--- src/rtl/uesf_pkg.sv ---
// constants and carrier types for the endpoint status flag block
// Contract
// [RULE1] hb iso out: transaction error follows current bank
// [RULE2] control: valid setup sets flag, firmware clears
// [RULE3] endpoint reset or disable clears status flags; the nak in flag is kept
// [RULE4] iso underflow or overflow raises error flow
// [RULE5] stall sent after forced stall handshake
// [RULE6] iso out crc flag re-evaluated per bank
// [RULE7] hb iso in: too few validated banks flagged
// [RULE8] nak to in request sets flag, software clears
// [RULE9] hb iso in: flushed banks raise flush error
// [RULE10] nak to out or ping sets flag
// [RULE11] current bank coded 00, 01, 10 only
// [RULE12] bank advances on tx ready set, rx clear
// [RULE13] control direction from setup byte0 bit 7
// [RULE14] busy bank count from zero to three
// [RULE15] byte count up on write, down on read
// [RULE16] byte count reloads per bank, zero on reset
// [RULE17] short packet when count below max size
// [RULE18] descriptor words: next, buffer, control at 0/4/8
// [RULE19] descriptor sits on a 16-byte boundary
// [RULE20] write next address, set load bit, fetch on request
// [RULE21] received setup clears force stall request
// [RULE22] status read has no side effect
package uesf_pkg;
  // register byte addresses
  localparam logic [5:0] ADDR_STATUS    = 6'h00;
  localparam logic [5:0] ADDR_CONFIG    = 6'h04;
  localparam logic [5:0] ADDR_CTRL_SET  = 6'h08;
  localparam logic [5:0] ADDR_CLR_STAT  = 6'h0c;
  localparam logic [5:0] ADDR_EP_RESET  = 6'h10;
  localparam logic [5:0] ADDR_EP_ENABLE = 6'h14;
  localparam logic [5:0] ADDR_DMA_NEXT  = 6'h18;
  localparam logic [5:0] ADDR_DMA_BUF   = 6'h1c;
  localparam logic [5:0] ADDR_DMA_CTRL  = 6'h20;
  localparam logic [5:0] ADDR_FIFO      = 6'h24;
  // status word fields
  localparam int ST_SHORT    = 31;
  localparam int ST_BCNT_LSB = 20;
  localparam int ST_BUSY_LSB = 18;
  localparam int ST_BANK_LSB = 16;
  localparam int ST_NAK_OUT  = 15;
  localparam int ST_NAK_IN   = 14;
  localparam int ST_STALL    = 13;
  localparam int ST_SETUP    = 12;
  localparam int ST_TXRDY    = 11;
  localparam int ST_RXRDY    = 9;
  localparam int ST_FSTALL   = 5;
  // config word fields
  localparam int CFG_SIZE_LSB  = 0;
  localparam int CFG_TYPE_LSB  = 12;
  localparam int CFG_DIR_IN    = 14;
  localparam int CFG_NBTR_LSB  = 16;
  localparam int CFG_BANKS_LSB = 18;
  localparam logic [1:0] TYPE_CTRL = 2'h0;
  localparam logic [1:0] TYPE_ISO  = 2'h1;
  localparam logic [1:0] TYPE_BULK = 2'h2;
  localparam logic [1:0] TYPE_INT  = 2'h3;
  localparam logic [31:0] CFG_RESET = 32'h0000_0000;
  // dma control bits and descriptor layout
  localparam int DMA_CHANN_ENB = 0;
  localparam int DMA_LDNXT     = 1;
  localparam logic [3:0] DESC_NEXT_OFS = 4'h0;
  localparam logic [3:0] DESC_BUF_OFS  = 4'h4;
  localparam logic [3:0] DESC_CTRL_OFS = 4'h8;
  localparam int DESC_ALIGN_BITS = 4;
  localparam int BCNT_W = 11;

  typedef struct packed {
    logic              setup_rx;       // valid setup packet received
    logic [7:0]        setup_byte0;    // request type byte of it
    logic              out_rx;         // out packet ended
    logic [BCNT_W-1:0] out_count;      // its byte count
    logic              out_crc_err;    // data crc failed
    logic              out_toggle_bad; // bad toggle sequencing in it
    logic              in_token;       // in token for this endpoint
    logic              in_sent;        // in bank sent / acked
    logic              nak_in;         // nak answered to in
    logic              nak_out;        // nak answered to out or ping
    logic              stall_sent;     // stall handshake sent
    logic              uframe_end;     // microframe ended
  } uesf_evt_t;
endpackage

--- src/rtl/uesf_endpoint_status.sv ---
// endpoint status flags, bank tracking, byte count and dma descriptor start
`timescale 1ns/1ns
`default_nettype none
module uesf_endpoint_status #(
  parameter int BANKS_MAX = 3
) (
  input  wire logic               clk_i,            // 20 MHz system clock
  input  wire logic               rst_b_i,          // async reset, active low
  input  wire logic [5:0]         addr_i,           // register byte address
  input  wire logic [31:0]        wdata_i,          // write data
  input  wire logic               wr_i,             // write strobe
  input  wire logic               rd_i,             // read strobe
  output logic [31:0]             rdata_o,          // read data, cycle after rd_i
  input  wire uesf_pkg::uesf_evt_t ev_i,            // usb engine events
  input  wire logic               pkt_req_i,        // endpoint asks for dma transfer
  input  wire logic               dma_done_i,       // channel reached end of buffer
  output logic                    force_stall_o,    // engine answers stall
  output logic                    ep_enabled_o,     // endpoint enabled
  output logic                    dma_fetch_o,      // pulse: fetch descriptor
  output logic [31:0]             dma_fetch_addr_o  // descriptor base address
);
  if (BANKS_MAX < 1 || BANKS_MAX > 3) begin : g_chk
    $error("BANKS_MAX must be 1 to 3");
  end

  logic rst_meta, rst_n;
  always_ff @(posedge clk_i or negedge rst_b_i) begin
    if (!rst_b_i) begin
      rst_meta <= 1'b0;
      rst_n    <= 1'b0;
    end else begin
      rst_meta <= 1'b1;
      rst_n    <= rst_meta;
    end
  end

  // decoded bus accesses
  logic wr_cfg, wr_set, wr_clr, wr_rst, wr_en, wr_dnext, wr_dbuf, wr_dctl, wr_fifo, rd_fifo;
  assign wr_cfg   = wr_i && addr_i == uesf_pkg::ADDR_CONFIG;
  assign wr_set   = wr_i && addr_i == uesf_pkg::ADDR_CTRL_SET;
  assign wr_clr   = wr_i && addr_i == uesf_pkg::ADDR_CLR_STAT;
  assign wr_rst   = wr_i && addr_i == uesf_pkg::ADDR_EP_RESET && wdata_i[0];
  assign wr_en    = wr_i && addr_i == uesf_pkg::ADDR_EP_ENABLE;
  assign wr_dnext = wr_i && addr_i == uesf_pkg::ADDR_DMA_NEXT;
  assign wr_dbuf  = wr_i && addr_i == uesf_pkg::ADDR_DMA_BUF;
  assign wr_dctl  = wr_i && addr_i == uesf_pkg::ADDR_DMA_CTRL;
  assign wr_fifo  = wr_i && addr_i == uesf_pkg::ADDR_FIFO;
  assign rd_fifo  = rd_i && addr_i == uesf_pkg::ADDR_FIFO;

  // state
  logic [31:0]                cfg, next_cfg;
  logic                       en, next_en;
  logic                       fstall, next_fstall;
  logic                       setup_f, next_setup_f;
  logic                       err_flow, next_err_flow;
  logic                       stall_f, next_stall_f;
  logic                       crc_f, next_crc_f;
  logic                       nbtra_f, next_nbtra_f;
  logic                       flush_f, next_flush_f;
  logic                       nak_in_f, next_nak_in_f;
  logic                       nak_out_f, next_nak_out_f;
  logic                       dir_f, next_dir_f;
  logic [1:0]                 cur_bank, next_cur_bank;
  logic [1:0]                 wr_bank, next_wr_bank;
  logic [1:0]                 busy, next_busy;
  logic [uesf_pkg::BCNT_W-1:0] bcnt, next_bcnt;
  logic                       short_f, next_short_f;
  logic [1:0]                 valid_cnt, next_valid_cnt;
  logic                       sent_any, next_sent_any;
  logic [31:uesf_pkg::DESC_ALIGN_BITS] dnext, next_dnext;
  logic [31:0]                dbuf, next_dbuf;
  logic                       d_enb, next_d_enb;
  logic                       d_ld, next_d_ld;
  logic                       fetch, next_fetch;
  logic [31:0]                rdata, next_rdata;
  // per-bank memory of received count and toggle state
  logic [uesf_pkg::BCNT_W-1:0] bank_cnt [BANKS_MAX];
  logic                        bank_bad [BANKS_MAX];

  // configuration views
  logic [1:0]                  ep_type, nbtr, nbanks, cfg_banks;
  logic [uesf_pkg::BCNT_W-1:0] max_size;
  logic                        is_in, is_ctrl, is_iso, hb;
  assign ep_type   = cfg[uesf_pkg::CFG_TYPE_LSB +: 2];
  assign is_in     = cfg[uesf_pkg::CFG_DIR_IN];
  assign max_size  = cfg[uesf_pkg::CFG_SIZE_LSB +: uesf_pkg::BCNT_W];
  assign cfg_banks = cfg[uesf_pkg::CFG_BANKS_LSB +: 2];
  assign nbtr      = cfg[uesf_pkg::CFG_NBTR_LSB +: 2] == 2'h0 ? 2'h1
                                                       : cfg[uesf_pkg::CFG_NBTR_LSB +: 2];
  assign nbanks    = cfg_banks == 2'h0 ? 2'h1
                   : (cfg_banks > 2'(BANKS_MAX) ? 2'(BANKS_MAX) : cfg_banks);
  assign is_ctrl   = ep_type == uesf_pkg::TYPE_CTRL;
  assign is_iso    = ep_type == uesf_pkg::TYPE_ISO;
  assign hb        = is_iso && nbtr > 2'h1;

  function automatic logic [1:0] bank_after(input logic [1:0] b, input logic [1:0] n);
    logic [1:0] inc;
    inc = 2'(b + 2'h1);
    bank_after = (inc >= n) ? 2'h0 : inc;
  endfunction

  // transaction error is live: it tracks whatever bank is current
  logic transaction_error_flag;
  assign transaction_error_flag = hb && !is_in && busy != 2'h0 && bank_bad[cur_bank]; // [RULE1]

  // acceptance of bank moves
  logic tx_acc, rx_pop, out_acc, out_drop, in_pop;
  assign tx_acc   = en && is_in && wr_set && wdata_i[uesf_pkg::ST_TXRDY] && busy < nbanks;
  assign rx_pop   = en && !is_in && wr_clr && wdata_i[uesf_pkg::ST_RXRDY] && busy != 2'h0;
  assign out_acc  = en && !is_in && ev_i.out_rx && busy < nbanks;
  assign out_drop = en && !is_in && ev_i.out_rx && busy >= nbanks;
  assign in_pop   = en && is_in && ev_i.in_sent && busy != 2'h0;

  always_comb begin
    logic [1:0] nxt_cur;
    logic [uesf_pkg::BCNT_W-1:0] load_cnt;
    nxt_cur  = bank_after(cur_bank, nbanks);
    load_cnt = '0;
    next_cfg       = wr_cfg ? wdata_i : cfg;
    next_en        = wr_en ? wdata_i[0] : en;
    next_fstall    = fstall;
    next_setup_f   = setup_f;
    next_err_flow  = err_flow;
    next_stall_f   = stall_f;
    next_crc_f     = crc_f;
    next_nbtra_f   = nbtra_f;
    next_flush_f   = flush_f;
    next_nak_in_f  = nak_in_f;
    next_nak_out_f = nak_out_f;
    next_dir_f     = dir_f;
    next_cur_bank  = cur_bank;
    next_wr_bank   = wr_bank;
    next_busy      = 2'(busy + {1'b0, tx_acc || out_acc} - {1'b0, rx_pop || in_pop}); // [RULE14]
    next_bcnt      = bcnt;
    next_short_f   = short_f;
    next_valid_cnt = valid_cnt;
    next_sent_any  = sent_any;
    // software clears first; hardware sets below win in the same cycle
    if (wr_clr) begin
      if (wdata_i[uesf_pkg::ST_FSTALL]) next_fstall = 1'b0;
      if (wdata_i[uesf_pkg::ST_SETUP]) begin
        next_setup_f  = 1'b0;
        next_err_flow = 1'b0;
      end
      if (wdata_i[uesf_pkg::ST_STALL]) begin
        next_stall_f = 1'b0;
        next_nbtra_f = 1'b0;
      end
      if (wdata_i[uesf_pkg::ST_NAK_IN]) begin
        next_nak_in_f = 1'b0;
        next_flush_f  = 1'b0;
      end
      if (wdata_i[uesf_pkg::ST_NAK_OUT]) next_nak_out_f = 1'b0;
    end
    if (wr_set && wdata_i[uesf_pkg::ST_FSTALL]) next_fstall = 1'b1;
    if (en) begin
      if (ev_i.setup_rx && is_ctrl) begin
        next_setup_f = 1'b1;                                  // [RULE2]
        next_dir_f   = ev_i.setup_byte0[7];                   // [RULE13]
      end
      if (ev_i.setup_rx) next_fstall = 1'b0;                  // [RULE21]
      if (ev_i.stall_sent && fstall && !is_iso) next_stall_f = 1'b1; // [RULE5]
      if (ev_i.nak_in) next_nak_in_f = 1'b1;                  // [RULE8]
      if (ev_i.nak_out) next_nak_out_f = 1'b1;                // [RULE10]
      if (is_iso && ((is_in && ev_i.in_token && busy == 2'h0) || out_drop)) begin
        next_err_flow = 1'b1;                                 // [RULE4]
      end
      if (out_acc && is_iso) next_crc_f = ev_i.out_crc_err;  // [RULE6]
      if (in_pop) next_sent_any = 1'b1;
    end
    // byte count: fifo traffic, then bank reloads take precedence
    if (en && is_in && wr_fifo) next_bcnt = 11'(bcnt + 11'h001);        // [RULE15]
    if (en && !is_in && rd_fifo && bcnt != '0) next_bcnt = 11'(bcnt - 11'h001);
    if (tx_acc) begin
      next_cur_bank  = nxt_cur;                               // [RULE12]
      next_bcnt      = '0;                                    // [RULE16]
      next_valid_cnt = valid_cnt == 2'h3 ? valid_cnt : 2'(valid_cnt + 2'h1);
    end
    if (out_acc) next_wr_bank = bank_after(wr_bank, nbanks);
    if (rx_pop) begin
      next_cur_bank = nxt_cur;                                // [RULE12]
      if (busy > 2'h1) load_cnt = bank_cnt[nxt_cur];
      else if (out_acc) load_cnt = ev_i.out_count;
      next_bcnt    = load_cnt;                                // [RULE16]
      next_short_f = (busy > 2'h1 || out_acc) && load_cnt < max_size; // [RULE17]
    end else if (out_acc && busy == 2'h0) begin
      next_bcnt    = ev_i.out_count;
      next_short_f = ev_i.out_count < max_size;               // [RULE17]
    end
    // microframe bookkeeping for high-bandwidth iso in
    if (en && ev_i.uframe_end) begin
      if (hb && is_in) begin
        if (sent_any && valid_cnt < nbtr) next_nbtra_f = 1'b1; // [RULE7]
        if (next_busy != 2'h0) begin
          next_flush_f = 1'b1;                                // [RULE9]
          next_busy    = 2'h0;
        end
      end
      next_valid_cnt = 2'h0;
      next_sent_any  = 1'b0;
    end
    // endpoint reset or disable wipes the flags except nak_in_f and dir_f
    if (wr_rst || !next_en) begin                             // [RULE3]
      next_fstall    = 1'b0;
      next_setup_f   = 1'b0;
      next_err_flow  = 1'b0;
      next_stall_f   = 1'b0;
      next_crc_f     = 1'b0;
      next_nbtra_f   = 1'b0;
      next_flush_f   = 1'b0;
      next_nak_out_f = 1'b0;
      next_cur_bank  = 2'h0;
      next_wr_bank   = 2'h0;
      next_busy      = 2'h0;
      next_short_f   = 1'b0;
      next_valid_cnt = 2'h0;
      next_sent_any  = 1'b0;
    end
    if (wr_rst) next_bcnt = '0;                               // [RULE16]
  end

  always_ff @(posedge clk_i or negedge rst_n) begin
    if (!rst_n) begin
      cfg       <= uesf_pkg::CFG_RESET;
      en        <= 1'b0;
      fstall    <= 1'b0;
      setup_f   <= 1'b0;
      err_flow  <= 1'b0;
      stall_f   <= 1'b0;
      crc_f     <= 1'b0;
      nbtra_f   <= 1'b0;
      flush_f   <= 1'b0;
      nak_in_f  <= 1'b0;
      nak_out_f <= 1'b0;
      dir_f     <= 1'b0;
      cur_bank  <= 2'h0;
      wr_bank   <= 2'h0;
      busy      <= 2'h0;
      bcnt      <= '0;
      short_f   <= 1'b0;
      valid_cnt <= 2'h0;
      sent_any  <= 1'b0;
    end else begin
      cfg       <= next_cfg;
      en        <= next_en;
      fstall    <= next_fstall;
      setup_f   <= next_setup_f;
      err_flow  <= next_err_flow;
      stall_f   <= next_stall_f;
      crc_f     <= next_crc_f;
      nbtra_f   <= next_nbtra_f;
      flush_f   <= next_flush_f;
      nak_in_f  <= next_nak_in_f;
      nak_out_f <= next_nak_out_f;
      dir_f     <= next_dir_f;
      cur_bank  <= next_cur_bank;
      wr_bank   <= next_wr_bank;
      busy      <= next_busy;
      bcnt      <= next_bcnt;
      short_f   <= next_short_f;
      valid_cnt <= next_valid_cnt;
      sent_any  <= next_sent_any;
    end
  end

  // bank memory has no reset; busy gates every read of it
  always_ff @(posedge clk_i) begin
    if (out_acc) begin
      bank_cnt[wr_bank] <= ev_i.out_count;
      bank_bad[wr_bank] <= ev_i.out_toggle_bad;
    end
  end

  // dma descriptor start: the low address bits are forced to zero
  always_comb begin
    next_dnext = wr_dnext ? wdata_i[31:uesf_pkg::DESC_ALIGN_BITS] : dnext; // [RULE19]
    next_dbuf  = wr_dbuf ? wdata_i : dbuf;
    next_d_enb = d_enb;
    next_d_ld  = d_ld;
    next_fetch = 1'b0;
    if (wr_dctl) begin
      next_d_enb = wdata_i[uesf_pkg::DMA_CHANN_ENB];
      next_d_ld  = wdata_i[uesf_pkg::DMA_LDNXT];
    end else if (d_enb && dma_done_i) begin
      next_d_enb = 1'b0;
    end else if (pkt_req_i && d_ld && !d_enb) begin
      next_fetch = 1'b1;                                      // [RULE20]
      next_d_ld  = 1'b0;
    end
  end

  always_ff @(posedge clk_i or negedge rst_n) begin
    if (!rst_n) begin
      dnext <= '0;
      dbuf  <= 32'h0000_0000;
      d_enb <= 1'b0;
      d_ld  <= 1'b0;
      fetch <= 1'b0;
    end else begin
      dnext <= next_dnext;
      dbuf  <= next_dbuf;
      d_enb <= next_d_enb;
      d_ld  <= next_d_ld;
      fetch <= next_fetch;
    end
  end

  // status word; reading it changes nothing
  logic [31:0] status;
  always_comb begin
    status = 32'h0000_0000;
    status[uesf_pkg::ST_SHORT] = short_f;
    status[uesf_pkg::ST_BCNT_LSB +: uesf_pkg::BCNT_W] = bcnt;
    status[uesf_pkg::ST_BUSY_LSB +: 2] = busy;
    status[uesf_pkg::ST_BANK_LSB +: 2] = is_ctrl ? {1'b0, dir_f} : cur_bank; // [RULE11]
    status[uesf_pkg::ST_NAK_OUT] = nak_out_f;
    status[uesf_pkg::ST_NAK_IN]  = (hb && is_in) ? flush_f : nak_in_f;
    status[uesf_pkg::ST_STALL]   = !is_iso ? stall_f : (is_in ? nbtra_f : crc_f);
    status[uesf_pkg::ST_SETUP]   = is_iso ? err_flow : setup_f;
    status[uesf_pkg::ST_TXRDY]   = (hb && !is_in) ? transaction_error_flag : (is_in && busy != 2'h0);
    status[uesf_pkg::ST_RXRDY]   = !is_in && busy != 2'h0;
    status[uesf_pkg::ST_FSTALL]  = fstall;
  end

  always_comb begin
    next_rdata = 32'h0000_0000;
    if (rd_i) begin
      case (addr_i)
        uesf_pkg::ADDR_STATUS:    next_rdata = status;    // [RULE22]
        uesf_pkg::ADDR_CONFIG:    next_rdata = cfg;
        uesf_pkg::ADDR_EP_ENABLE: next_rdata = {31'h0, en};
        uesf_pkg::ADDR_DMA_NEXT:  next_rdata = {dnext, uesf_pkg::DESC_NEXT_OFS};
        uesf_pkg::ADDR_DMA_BUF:   next_rdata = dbuf;
        uesf_pkg::ADDR_DMA_CTRL:  next_rdata = {30'h0, d_ld, d_enb};
        default:                  next_rdata = 32'h0000_0000;
      endcase
    end
  end

  always_ff @(posedge clk_i or negedge rst_n) begin
    if (!rst_n) rdata <= 32'h0000_0000;
    else        rdata <= next_rdata;
  end

  assign rdata_o          = rdata;
  assign force_stall_o    = fstall;
  assign ep_enabled_o     = en;
  assign dma_fetch_o      = fetch;
  assign dma_fetch_addr_o = {dnext, uesf_pkg::DESC_NEXT_OFS};
endmodule
`default_nettype wire

--- config.mk ---
export PLATFORM = sky130hd
export DESIGN_NAME = uesf_endpoint_status
export DESIGN_NICKNAME = d
export VERILOG_FILES = /design/src/rtl/uesf_pkg.sv /design/src/rtl/uesf_endpoint_status.sv
export SDC_FILE = /design/constraint.sdc
export NUM_CORES = 1
export LEC_CHECK = 0
export ABC_AREA = 1
export BUFFER_PORTS_ARGS = -buffer_cell sky130_fd_sc_hd__buf_4
export CORE_ASPECT_RATIO = 0.75
export CORE_UTILIZATION = 50
export DETAILED_ROUTE_END_ITERATION = 7
export GPL_TIMING_DRIVEN = 0
export PLACE_DENSITY = 0.71
export SETUP_SLACK_MARGIN = 0.5
export SYNTH_ARGS = -nofsm -noshare
export SYNTH_HDL_FRONTEND = slang
export SYNTH_SLANG_ARGS = --single-unit
--- constraint.sdc ---
create_clock -name clk_i -period 8.9 [get_ports clk_i]
set_input_delay 0.89 -clock clk_i [delete_from_list [all_inputs] [get_ports clk_i]]
set_output_delay 0.89 -clock clk_i [all_outputs]
set_load 0.02 [all_outputs]
==> summary.md, run 1 <==
| Metric | Value |
|---|---|
| Cell Area, Synth | `0.009868 mm²` |
| Clock Pin Slew Worst Setup and Hold Paths | `0.08 ns` |
| Register area share after synthesis | `51.78%` |
| Synth Flop Type | `dfrtp_1` |
| TritonCTS clock tree | `yes` |
| Layout Nets | `1409` |
| Clock Latency Late Sink | `0.45 ns` |
| Synth cell types | `52` |
| Final period utilization | `40.43%` |
| Vias/cell | `5.607` |
| Synth Instances | `1142` |
| Slowest cell on the critical path | `dfrtp_1` |
| Share of cells above drive strength 1 | `16.62%` |
| Status | `finished clean` |
| Async S/R FF share, synth | `81.73%` |
| CP Buf/Inv Count | `4` |
| Critical Path AT | `3.94 ns` |
| R2R cell count | `18` |
| VDD IR max | `0.0001046 V` |
| Post-DP HPWL | `21370 µm` |
| Tot GR Track Use | `29.68%` |
| FF-to-FF End | `short_f` |
| HP Class | `in2async` |
| CP peak stage delay | `0.44 ns` |
| Yosys synthesis warning count | `0` |
| Fin. Hold Viols | `0` |
| Max Cap Viol | `0` |
| RSZ-0062 raised after global routing | `false` |
| Setup crit start kind | `flip-flop` |
| WL per Instance | `18.56 µm` |
| Hold slack | `0.2074 ns` |
| Dpl ws | `5.235 ns` |
| Worst slew pin tran | `1.232 ns` |
| Flops & latches, synth | `197` |
| P&R area growth vs syn | `19.53%` |
| Initial DRC Count | `1028` |
| R2R setup slack | `5.30 ns` |
| Routed vias | `8741` |
| Layout Skew | `0.01318 ns` |
| Total negative slack | `0 ns` |
| Worst setup margin | `5.301 ns` |
| Setup violators final | `0` |
| Ports | `140` |
| GP Congestion | `0.9495` |
| Crit Path Max Fanout | `10` |
| Ant. Diodes | `0` |
| Tmin final | `3.599 ns` |
| Fillers | `1699` |
| Routed WL | `28930 µm` |
| Storage element area | `0.005114 mm²` |
| Power per Cell Area | `199.2 mW/mm²` |
| Port Buffer Count | `127` |
| Multi-input logic area | `0.004020 mm²` |
| Worst path top cell family by delay | `compound AO/OA/AOI/OAI gates` |
| Pins over their slew limit | `0` |
| Clock sink count | `197` |
| Cts bufs inserted | `17` |
| R2r startpoint | `cfg[19]` |
| Drt drc | `0` |
| Initial antenna violation count | `0` |
| Worst Path Required | `9.24 ns` |
| Synthesized area per cell | `8.641 µm²` |
| Die W | `164.2 µm` |
| Critical path class | `reg2reg` |
| GRT overflow | `0` |
| Die H | `123.7 µm` |
| Worst-path cell chain | `inv_1 -> or2_2 -> ha_1 -> inv_1 -> nand2_1 -> nand2_1 -> nand3_2 -> clkbuf_1 -> nand3_1 -> a31oi_1 -> inv_1 -> ha_1 -> nand2_1 -> o21ai_0 -> a21oi_1 -> o21a_1 -> a21oi_1 -> nor2_1` |
| Total power | `2.350 mW` |
| Nature of the critical path endpoint | `flip-flop` |
| Fmax | `277.9 MHz` |
| H-tree levels | `4` |
| Starting Density | `51.07%` |
| Drt pass-1 iters | `5` |
| First-pass GRT wire length | `45150 µm` |
| Longest Clk Path Bufs | `2` |
| Root Buffer | `clkbuf_16` |
| # hold bufs at CTS | `0` |
| Vias in the first global route | `8221` |
| Largest net degree at the start of global routing | `69` |
| Core Area | `0.01932 mm²` |
| ANT nets after route | `0` |
| EDFF count, synth | `36` |
| Headroom to the max-slew limit | `17.56%` |
| Die area | `0.02031 mm²` |
| Row cnt | `44` |
| Pleak | `5.781 nW` |
| Number of post-CTS setup repair buffers | `0` |
| Post_cts resized | `0` |
## area by class of cell
type | instances | share of cell area [%]
Tap cell | 253 | 2.684
Sequential cell | 197 | 43.35
Inverter | 139 | 4.445
Multi-Input combinational cell | 762 | 34.08
Clock inverter | 14 | 1.337
Timing Repair Buffer | 129 | 8.550
Buffer | 47 | 1.909
Clock buffer | 18 | 3.638
## per-layer routing
metal / vias up / global-route usage [%] / routed length [µm]
li1: 4067 / - / -
met3: 56 / 5.661 / 2577
met2: 431 / 44.46 / 12690
met5: - / 0 / 0
met1: 4187 / 43.53 / 13070
met4: 0 / 9.144 / 600
## cell usage in the layout (no fill, tap or decap), drive strengths merged, types with 3 or more instances in the layout
| master | instances |
|---|---|
| buf | 149 |
| xor2 | 6 |
| or2 | 6 |
| edfxtp | 36 |
| nand4 | 10 |
| mux2 | 3 |
| o21ai | 131 |
| o211ai | 10 |
| nor3 | 13 |
| ha | 42 |
| a221oi | 12 |
| clkinv | 8 |
| dfrtp | 161 |
| nand3 | 51 |
| nand2 | 310 |
| a31oi | 16 |
| conb | 5 |
| a21oi | 50 |
| nor2 | 66 |
| clkbuf | 45 |
| inv | 143 |
| a22oi | 9 |
| o22ai | 3 |
## worst max-delay path by stage
stage / from / endpoint / slack, ns / cells past startpoint
final: cfg[19] / short_f / 5.30 / 18
after global routing: cfg[19] / short_f / 5.11 / 18
after CTS: cfg[19] / short_f / 5.34 / 18
after detailed placement: addr_i[1] / bcnt[8] / 5.23 / 17
after global placement: rst_n / rdata_o[24] / 2.20 / 0
after floorplan: rst_n / bcnt[0] / 4.08 / 0
## cell families (layout without fill, tap and decap cells)
group	after synthesis	after routing	synth area share, %
and+or+nand+nor	459	459	19.87
AOI/OAI and AO/OA	244	244	14.10
DFF	197	197	51.78
buffers and inverters	186	347	7.595
adders and majority gates	43	43	5.528
xor gates and xnor gates	8	8	0.7101
muxes	3	3	0.3423
other	2	5	0.07610
## synthesized netlist by cell type, types with 6 or more instances
library cell    n  area [µm²]
dfrtp_1       161        4029
nand3_1        48       240.2
a31oi_1        16       100.1
a21oi_1        50       250.2
nor3_1          9       45.04
a221oi_1       12       105.1
o21ai_0       125       625.6
edfxtp_1       36        1081
ha_1           42       525.5
nand2_1       304        1141
xor2_1          6       52.55
buf_2          12       60.06
clkbuf_1       27       101.4
o211ai_1        8       60.06
a22oi_1         9       67.56
inv_1         130       488.0
nand4_1         9       56.30
nor2_1         61       229.0
## sequential cells by signal, indices dropped and copies added (netlist names), 2 cells and up
register   count
bank_cnt      33
cur_bank       2
wr_bank        2
bcnt          11
rdata_o       32
dbuf          32
valid_cnt      2
cfg           32
dnext         28
busy           2
bank_bad       3
## per-stage QoR
step                instance area, µm²  std cells  utilization, %
global route                     11800       1559           61.04
global placement                 11150       1525           57.70
CTS                              11800       1559           61.04
floorplan                         9879       1145               -
finish                           11800       1559           61.04
detailed placement               11210       1527           58.00
## power breakdown
group,switching [mW],internal (mW)
Clock,0.402,0.379
Combinational,0.288,0.178
Sequential,0.0958,1.01
Total,0.785,1.56
No activity file was read; power rests on OpenSTA's default activity.
==> inputs of run 2 (changes only) <==
--- a/config.mk
+++ b/config.mk
@@ -11,7 +11,7 @@
 export CORE_UTILIZATION = 50
 export DETAILED_ROUTE_END_ITERATION = 7
 export GPL_TIMING_DRIVEN = 0
-export PLACE_DENSITY = 0.71
+export PLACE_DENSITY = 0.74
 export SETUP_SLACK_MARGIN = 0.5
 export SYNTH_ARGS = -nofsm -noshare
 export SYNTH_HDL_FRONTEND = slang
==> constraint.sdc (replaced) <==
create_clock -name clk_i -period 2.95 [get_ports clk_i]
set_input_delay 0.295 -clock clk_i [delete_from_list [all_inputs] [get_ports clk_i]]
set_output_delay 0.295 -clock clk_i [all_outputs]
set_load 0.02 [all_outputs]
==> run 2 against run 1 <==
The flow now finishes with violations (setup timing). Sequential share of layout area down 3.0 points. Register-to-register slack worse by 5.4 ns. Non-clock buffer count up 49. Die area unchanged. Core utilization up 4.6 points. Final area up 7.6%. Flip-flop and latch count unchanged. Hold slack worse by 0.15 ns. Clock skew down 0.0014 ns.
==> summary.md, run 2 (synthesis results as in run 1) <==
| Metric | Value |
|---|---|
| Biggest register | `bank_cnt (unchanged)` |
| Vias in the first global route | `8384 (was 8221)` |
| Setup crit start kind | `flip-flop (unchanged)` |
| Worst setup margin | `-0.05689 ns (was 5.301 ns)` |
| Tmin final | `3.007 ns (was 3.599 ns)` |
| Status | `finished with violations (was finished clean)` |
| Failing checks | `setup timing` |
| Clock Pin Slew Worst Setup and Hold Paths | `0.08 ns (about the same)` |
| Layout Nets | `1459 (was 1409)` |
| Slowest cell on the critical path | `dfrtp_2 (was dfrtp_1)` |
| Crit. Startpoint | `cfg[19] (unchanged)` |
| Ports | `140 (unchanged)` |
| Row cnt | `44 (unchanged)` |
| Die W | `164.2 µm (unchanged)` |
| Critical path class | `reg2reg (unchanged)` |
| Crit Path Max Fanout | `4 (was 10)` |
| Headroom to the max-slew limit | `44.34% (was 17.56%)` |
| Clock Latency Late Sink | `0.44 ns (was 0.45 ns)` |
| Largest net degree at the start of global routing | `71 (was 69)` |
| Max reg flops | `33 (unchanged)` |
| Critical Path AT | `3.38 ns (was 3.94 ns)` |
| WL per Instance | `18.78 µm (was 18.56 µm)` |
| Power per Cell Area | `600.1 mW/mm² (was 199.2 mW/mm²)` |
| Fin. Hold Viols | `0 (unchanged)` |
| GP Congestion | `0.9444 (was 0.9495)` |
| TritonCTS clock tree | `yes (unchanged)` |
| Starting Density | `51.07% (unchanged)` |
| Fin area | `0.01269 mm² (was 0.01180 mm²)` |
| Most frequent cells in the layout | `nand2_1 (293), buf_4 (176), dfrtp_1 (154), o21ai_0 (119), inv_1 (117) (was nand2_1 (304), dfrtp_1 (160), buf_4 (132), inv_1 (130), o21ai_0 (125))` |
| Die area | `0.02031 mm² (unchanged)` |
| HP Class | `in2reg (was in2async)` |
| RSZ-0062 raised after global routing | `true (was false)` |
| VDD IR max | `0.0004301 V (was 0.0001046 V)` |
| Worst Path Required | `3.32 ns (was 9.24 ns)` |
| Cts bufs inserted | `17 (unchanged)` |
| R2r startpoint | `cfg[19] (unchanged)` |
| Area post-placement | `0.01123 mm² (was 0.01121 mm²)` |
| Core Area | `0.01932 mm² (unchanged)` |
| CP peak stage delay | `0.41 ns (was 0.44 ns)` |
| Initial antenna violation count | `0 (unchanged)` |
| Commonest non-fill, non-tap cell in the layout | `nand2_1 (unchanged)` |
| Final period utilization | `101.9% (was 40.43%)` |
| ANT nets after route | `0 (unchanged)` |
| Vias/cell | `5.674 (was 5.607)` |
| Worst-path cell chain | `inv_2 -> or2_4 -> ha_4 -> nand2_1 -> nand4_1 -> inv_2 -> buf_4 -> buf_4 -> nand2_2 -> nand3_1 -> a32oi_2 -> inv_1 -> ha_2 -> a21oi_2 -> o21ai_1 -> a21oi_1 -> o21a_1 -> a21oi_2 -> nor2_1 (was inv_1 -> or2_2 -> ha_1 -> inv_1 -> nand2_1 -> nand2_1 -> nand3_2 -> clkbuf_1 -> nand3_1 -> a31oi_1 -> inv_1 -> ha_1 -> nand2_1 -> o21ai_0 -> a21oi_1 -> o21a_1 -> a21oi_1 -> nor2_1)` |
| Die H | `123.7 µm (unchanged)` |
| Pins over their slew limit | `0 (unchanged)` |
| Setup violators final | `1 (was 0)` |
| Ant. Diodes | `0 (unchanged)` |
| Drt pass-1 iters | `6 (was 5)` |
| Longest Clk Path Bufs | `2 (unchanged)` |
| Worst slew pin tran | `0.8350 ns (was 1.232 ns)` |
| Initial DRC Count | `1040 (was 1028)` |
| Layout Utilization | `65.66% (was 61.04%)` |
| Fillers | `1577 (was 1699)` |
| Tot GR Track Use | `29.89% (was 29.68%)` |
| Root Buffer | `clkbuf_16 (unchanged)` |
| Pleak | `6.139 nW (was 5.781 nW)` |
| Nature of the critical path endpoint | `flip-flop (unchanged)` |
| Worst path top cell family by delay | `compound AO/OA/AOI/OAI gates (unchanged)` |
| Routed vias | `9123 (was 8741)` |
| First-pass GRT wire length | `45550 µm (was 45150 µm)` |
| Post-DP HPWL | `21080 µm (was 21370 µm)` |
| CP Buf/Inv Count | `5 (was 4)` |
| Max Cap Viol | `0 (unchanged)` |
| Fmax | `332.6 MHz (was 277.9 MHz)` |
| H-tree levels | `4 (unchanged)` |
| Layout Skew | `0.01178 ns (was 0.01318 ns)` |
| Clock sink count | `197 (unchanged)` |
| Port Buffer Count | `127 (unchanged)` |
| Share of cells above drive strength 1 | `26.20% (was 16.62%)` |
| P&R area growth vs syn | `28.57% (was 19.53%)` |
| Drt drc | `0 (unchanged)` |
| Routed WL | `30190 µm (was 28930 µm)` |
| HP Start | `ev_i[6]` |
| GRT overflow | `0 (unchanged)` |
-- run 2: what timing repair did --
action | 4_1_cts | 5_1_grt
endpoints found under the setup margin | 49 | 12
setup buffers | 35 | 11
hold buffers | 1 | 0
gates cloned | 2 | 1
resized for setup | 67 | 60
hold endpoints to repair | 2 | 0
pin swaps | 27 | 46
-- run 2: worst paths after layout --
kind	end	slack, ns	depth (start not counted)
max in group asynchronous	bcnt[5]	1.66	2
worst min register to register	valid_cnt[1]	0.23	0
worst max-delay path	short_f	-0.06	19
worst max register to register	short_f	-0.06	19
min in group asynchronous	rst_n	0.16	2
worst min-delay path	bank_bad[0]	0.05	1
-- run 2: worst register-to-register path: stages (launching register included) --
cell     delay [ns]
dfrtp_2        0.41
inv_2          0.06
or2_4          0.26
ha_4           0.29
nand2_1        0.05
nand4_1        0.19
inv_2          0.08
buf_4          0.14
buf_4          0.15
nand2_2        0.06
nand3_1        0.07
a32oi_2        0.20
inv_1          0.07
ha_2           0.18
a21oi_2        0.14
o21ai_1        0.08
a21oi_1        0.20
o21a_1         0.17
a21oi_2        0.05
nor2_1         0.09
-- run 2: area by class of cell --
class / instances / area, µm² / area share [%]
sequential: 197 / 5121 / 40.36
multi-input combinational: 762 / 4461 / 35.16
timing repair buffer: 178 / 1388 / 10.94
inverter: 139 / 539.3 / 4.250
clock buffer: 17 / 425.4 / 3.353
tap: 253 / 316.6 / 2.495
buffer: 47 / 264.0 / 2.081
clock inverter: 14 / 161.4 / 1.272
timing repair inverter: 1 / 11.26 / 0.08876
-- run 2: routing by layer --
layer | global-route usage, % | up-vias | wire [µm]
li1 | - | 4177 | -
met1 | 43.04 | 4377 | 13070
met2 | 45.31 | 502 | 13550
met3 | 6.127 | 67 | 2804
met4 | 9.606 | 0 | 767
met5 | 0 | - | 0
-- run 2: power by group --
group          leakage [nW]  total (mW)  internal (mW)  switching, mW
Combinational          3.37        1.97          0.825           1.15
Sequential             2.49        3.27           3.05          0.226
Clock                 0.286        2.37           1.21           1.16
-- run 2: per-stage QoR --
| step | hold slack, ns | setup slack, ns | total power [mW] | cells | TNS, ns |
|---|---|---|---|---|---|
| after global routing | 0.04805 | -0.2243 | 7.919 | 1608 | -0.2243 |
| final | 0.05267 | -0.05689 | 7.614 | 1608 | -0.05689 |
| after global placement | 0.07790 | -0.1756 | 4.698 | 1525 | -0.3260 |
| after floorplan | -0.0005911 | 0.3270 | 4.199 | 1145 | 0 |
| after CTS | 0.04893 | 0.07423 | 7.377 | 1596 | 0 |
| after detailed placement | 0.07889 | -0.1884 | 4.751 | 1527 | -0.4437 |
==> inputs of run 3 (changes only) <==
--- a/config.mk
+++ b/config.mk
@@ -6,13 +6,14 @@
 export NUM_CORES = 1
 export LEC_CHECK = 0
 export ABC_AREA = 1
-export BUFFER_PORTS_ARGS = -buffer_cell sky130_fd_sc_hd__buf_4
+export BUFFER_PORTS_ARGS = -buffer_cell sky130_fd_sc_hd__clkbuf_2
 export CORE_ASPECT_RATIO = 0.75
 export CORE_UTILIZATION = 50
 export DETAILED_ROUTE_END_ITERATION = 7
 export GPL_TIMING_DRIVEN = 0
 export PLACE_DENSITY = 0.74
 export SETUP_SLACK_MARGIN = 0.5
+export SKIP_LAST_GASP = 1
 export SYNTH_ARGS = -nofsm -noshare
 export SYNTH_HDL_FRONTEND = slang
 export SYNTH_SLANG_ARGS = --single-unit
==> run 3 against run 2 <==
The flow now finishes without violations. Non-clock buffer count is 19 higher. Largest power group unchanged. Sequential share of layout area about the same. Power about the same. Maximum frequency grew 4.2%. First-iteration DRC count rose by 24%. Setup slack gained 0.12 ns. Clock skew is essentially flat. Clock power is essentially flat. Combinational power about the same.
==> summary.md, run 3 (synthesis results as in run 1) <==
| Metric | Value |
|---|---|
| CP peak stage delay | `0.42 ns (was 0.41 ns)` |
| TritonCTS clock tree | `yes (unchanged)` |
| Ports | `140 (unchanged)` |
| Critical Path AT | `3.22 ns (was 3.38 ns)` |
| Row cnt | `44 (unchanged)` |
| Longest Clk Path Bufs | `2 (unchanged)` |
| GRT met1 Usage | `43.08% (was 43.04%)` |
| Hold slack | `0.05252 ns (was 0.05267 ns)` |
| Tmin final | `2.885 ns (was 3.007 ns)` |
| Largest net degree at the start of global routing | `57 (was 71)` |
| Drt drc | `0 (unchanged)` |
| Routed vias | `9353 (was 9123)` |
| Crit. Startpoint | `cfg[19] (unchanged)` |
| Fmax | `346.6 MHz (was 332.6 MHz)` |
| Fillers | `1508 (was 1577)` |
| Global route hottest layer | `met2 (unchanged)` |
| GP Congestion | `0.9458 (was 0.9444)` |
| Pleak | `6.095 nW (was 6.139 nW)` |
| Pins over their slew limit | `0 (unchanged)` |
| Clock Latency Late Sink | `0.44 ns (about the same)` |
| Die W | `164.2 µm (unchanged)` |
| Die area | `0.02031 mm² (unchanged)` |
| Tot GR Track Use | `30.78% (was 29.89%)` |
| Setup violators final | `0 (was 1)` |
| HP Class | `in2reg (unchanged)` |
| Fin. Hold Viols | `0 (unchanged)` |
| Slowest cell on the critical path | `dfrtp_1 (was dfrtp_2)` |
| Initial antenna violation count | `3 (was 0)` |
| Headroom to the max-slew limit | `40.30% (was 44.34%)` |
| Biggest register | `bank_cnt (unchanged)` |
| M3 GR Usage | `6.260% (was 6.127%)` |
| Post-DP HPWL | `20890 µm (was 21080 µm)` |
| Power per Cell Area | `600.1 mW/mm² (about the same)` |
| CP endpoint | `short_f (unchanged)` |
| Starting Density | `51.07% (unchanged)` |
| Crit Path Max Fanout | `5 (was 4)` |
| Port Buffer Count | `127 (unchanged)` |
| Clock sink count | `197 (unchanged)` |
| R2r startpoint | `cfg[19] (unchanged)` |
| Total negative slack | `0 ns (was -0.05689 ns)` |
| Vias/cell | `5.749 (was 5.674)` |
| Int Power | `5.058 mW (was 5.076 mW)` |
| Sw Pwr | `2.549 mW (was 2.537 mW)` |
| Stages on worst setup path | `19 (unchanged)` |
| CP Buf/Inv Count | `5 (unchanged)` |
| Sequential power share | `43.4% (was 43.0%)` |
| Max Cap Viol | `0 (unchanged)` |
| Worst slew pin tran | `0.8955 ns (was 0.8350 ns)` |
| Root Buffer | `clkbuf_16 (unchanged)` |
| Worst path top cell family by delay | `compound AO/OA/AOI/OAI gates (unchanged)` |
| Combinational share of power | `25.6% (was 25.9%)` |
| Routed WL | `30910 µm (was 30190 µm)` |
| Most frequent cells in the layout | `nand2_1 (290), dfrtp_1 (153), clkbuf_2 (127), o21ai_0 (118), inv_1 (114) (was nand2_1 (293), buf_4 (176), dfrtp_1 (154), o21ai_0 (119), inv_1 (117))` |
| R2R cell count | `19 (unchanged)` |
| ANT nets after route | `0 (unchanged)` |
| Clock share of power | `31.0% (was 31.1%)` |
| Worst Path Required | `3.29 ns (was 3.32 ns)` |
| Initial DRC Count | `1286 (was 1040)` |
| Net Sw Frac | `33.51% (was 33.33%)` |
| Clock Pin Slew Worst Setup and Hold Paths | `0.08 ns (about the same)` |
| FF-to-FF End | `short_f (unchanged)` |
| Status | `finished clean (was finished with violations)` |
| VDD IR max | `0.0003599 V (was 0.0004301 V)` |
| RSZ-0062 raised after global routing | `true (unchanged)` |
| GRT overflow | `0 (unchanged)` |
| Met2 Use GR | `47.86% (was 45.31%)` |
| Critical path class | `reg2reg (unchanged)` |
| Cts bufs inserted | `17 (unchanged)` |
| Layout Skew | `0.01190 ns (was 0.01178 ns)` |
| WL per Instance | `19.00 µm (was 18.78 µm)` |
| Ant. Diodes | `0 (unchanged)` |
| First-pass GRT wire length | `46890 µm (was 45550 µm)` |
| Nature of the critical path endpoint | `flip-flop (unchanged)` |
| Worst-path cell chain | `inv_2 -> or2_4 -> ha_4 -> nand2_2 -> nand4_1 -> buf_6 -> inv_4 -> buf_6 -> nand2_1 -> nand3_2 -> a31oi_4 -> inv_2 -> ha_4 -> nand2_2 -> o21ai_1 -> a21oi_1 -> o21a_1 -> a21oi_2 -> nor2_1 (was inv_2 -> or2_4 -> ha_4 -> nand2_1 -> nand4_1 -> inv_2 -> buf_4 -> buf_4 -> nand2_2 -> nand3_1 -> a32oi_2 -> inv_1 -> ha_2 -> a21oi_2 -> o21ai_1 -> a21oi_1 -> o21a_1 -> a21oi_2 -> nor2_1)` |
| H-tree levels | `4 (unchanged)` |
| Commonest non-fill, non-tap cell in the layout | `nand2_1 (unchanged)` |
| Layout Nets | `1478 (was 1459)` |
| Die H | `123.7 µm (unchanged)` |
| Share of cells above drive strength 1 | `28.68% (was 26.20%)` |
| Multi-input logic area | `0.004601 mm² (was 0.004461 mm²)` |
| R2R setup slack | `0.07 ns (was -0.06 ns)` |
| Storage element area | `0.005122 mm² (was 0.005121 mm²)` |
| Drt pass-1 iters | `7 (was 6)` |
| Final period utilization | `97.80% (was 101.9%)` |
| Vias in the first global route | `8656 (was 8384)` |
| Max reg flops | `33 (unchanged)` |
| Core Area | `0.01932 mm² (unchanged)` |
| Setup crit start kind | `flip-flop (unchanged)` |
| P&R area growth vs syn | `28.45% (was 28.57%)` |
-- run 3: repair_timing --
item	CTS	global route
endpoints found under the setup margin	49	16
endpoints found under the hold margin	2	0
pin swaps	38	44
buffers inserted	45	20
gates cloned	3	0
hold buffers	1	0
resized for setup	91	62
-- run 3: per-stage QoR --
step                      power, mW  utilization (%)  setup WS, ns  area (µm²)  cells
after floorplan               4.199                -        0.3270        9908   1145
after global placement        4.637            56.20       -0.1451       10860   1525
after detailed placement      4.685            56.49       -0.2525       10920   1527
after CTS                     7.349            63.30       0.07312       12230   1607
after global routing          7.904            65.60      -0.03720       12680   1627
final                         7.607            65.60       0.06501       12680   1627
-- run 3: power groups by stage --
stage	sequential, mW	combinational (mW)	clock (mW)
floorplan	3.35	0.844	0
global placement	3.38	1.26	0
detailed placement	3.36	1.33	0
CTS	3.28	1.72	2.35
global route	3.33	2.12	2.46
finish	3.30	1.94	2.36
-- run 3: worst min path at each step --
| stage | startpoint | end | depth (start not counted) |
|---|---|---|---|
| after global placement | rst_b_i | rst_meta | 1 |
| final | ev_i[3] | nak_in_f | 3 |
| after CTS | ev_i[3] | nak_in_f | 3 |
| after global routing | ev_i[6] | bank_bad[0] | 1 |
| after detailed placement | rst_b_i | rst_meta | 1 |
| after floorplan | rst_b_i | rst_meta | 0 |
-- run 3: worst register-to-register path, stage by stage (launching register included) --
cell	delay, ns
dfrtp_1	0.42
inv_2	0.06
or2_4	0.26
ha_4	0.29
nand2_2	0.04
nand4_1	0.08
buf_6	0.14
inv_4	0.05
buf_6	0.13
nand2_1	0.07
nand3_2	0.08
a31oi_4	0.19
inv_2	0.06
ha_4	0.27
nand2_2	0.05
o21ai_1	0.14
a21oi_1	0.08
o21a_1	0.18
a21oi_2	0.13
nor2_1	0.05
-- run 3: final cells by class --
cell class                 count  area share, %
buffer                        47          2.102
clock buffer                  17          3.356
clock inverter                14          1.273
inverter                     139          4.294
multi-input combinational    762          36.29
sequential                   197          40.41
tap                          253          2.497
timing repair buffer         197          9.723
timing repair inverter         1        0.04935
-- run 3: routing by layer --
layer  part of all wire, %  vias up  routed length (µm)
li1                      -     4206                   -
met5                 0.087        -                  27
met2                    45      557               13880
met1                    42     4508               12920
met4                   3.0        4                 940
met3                    10       78                3146
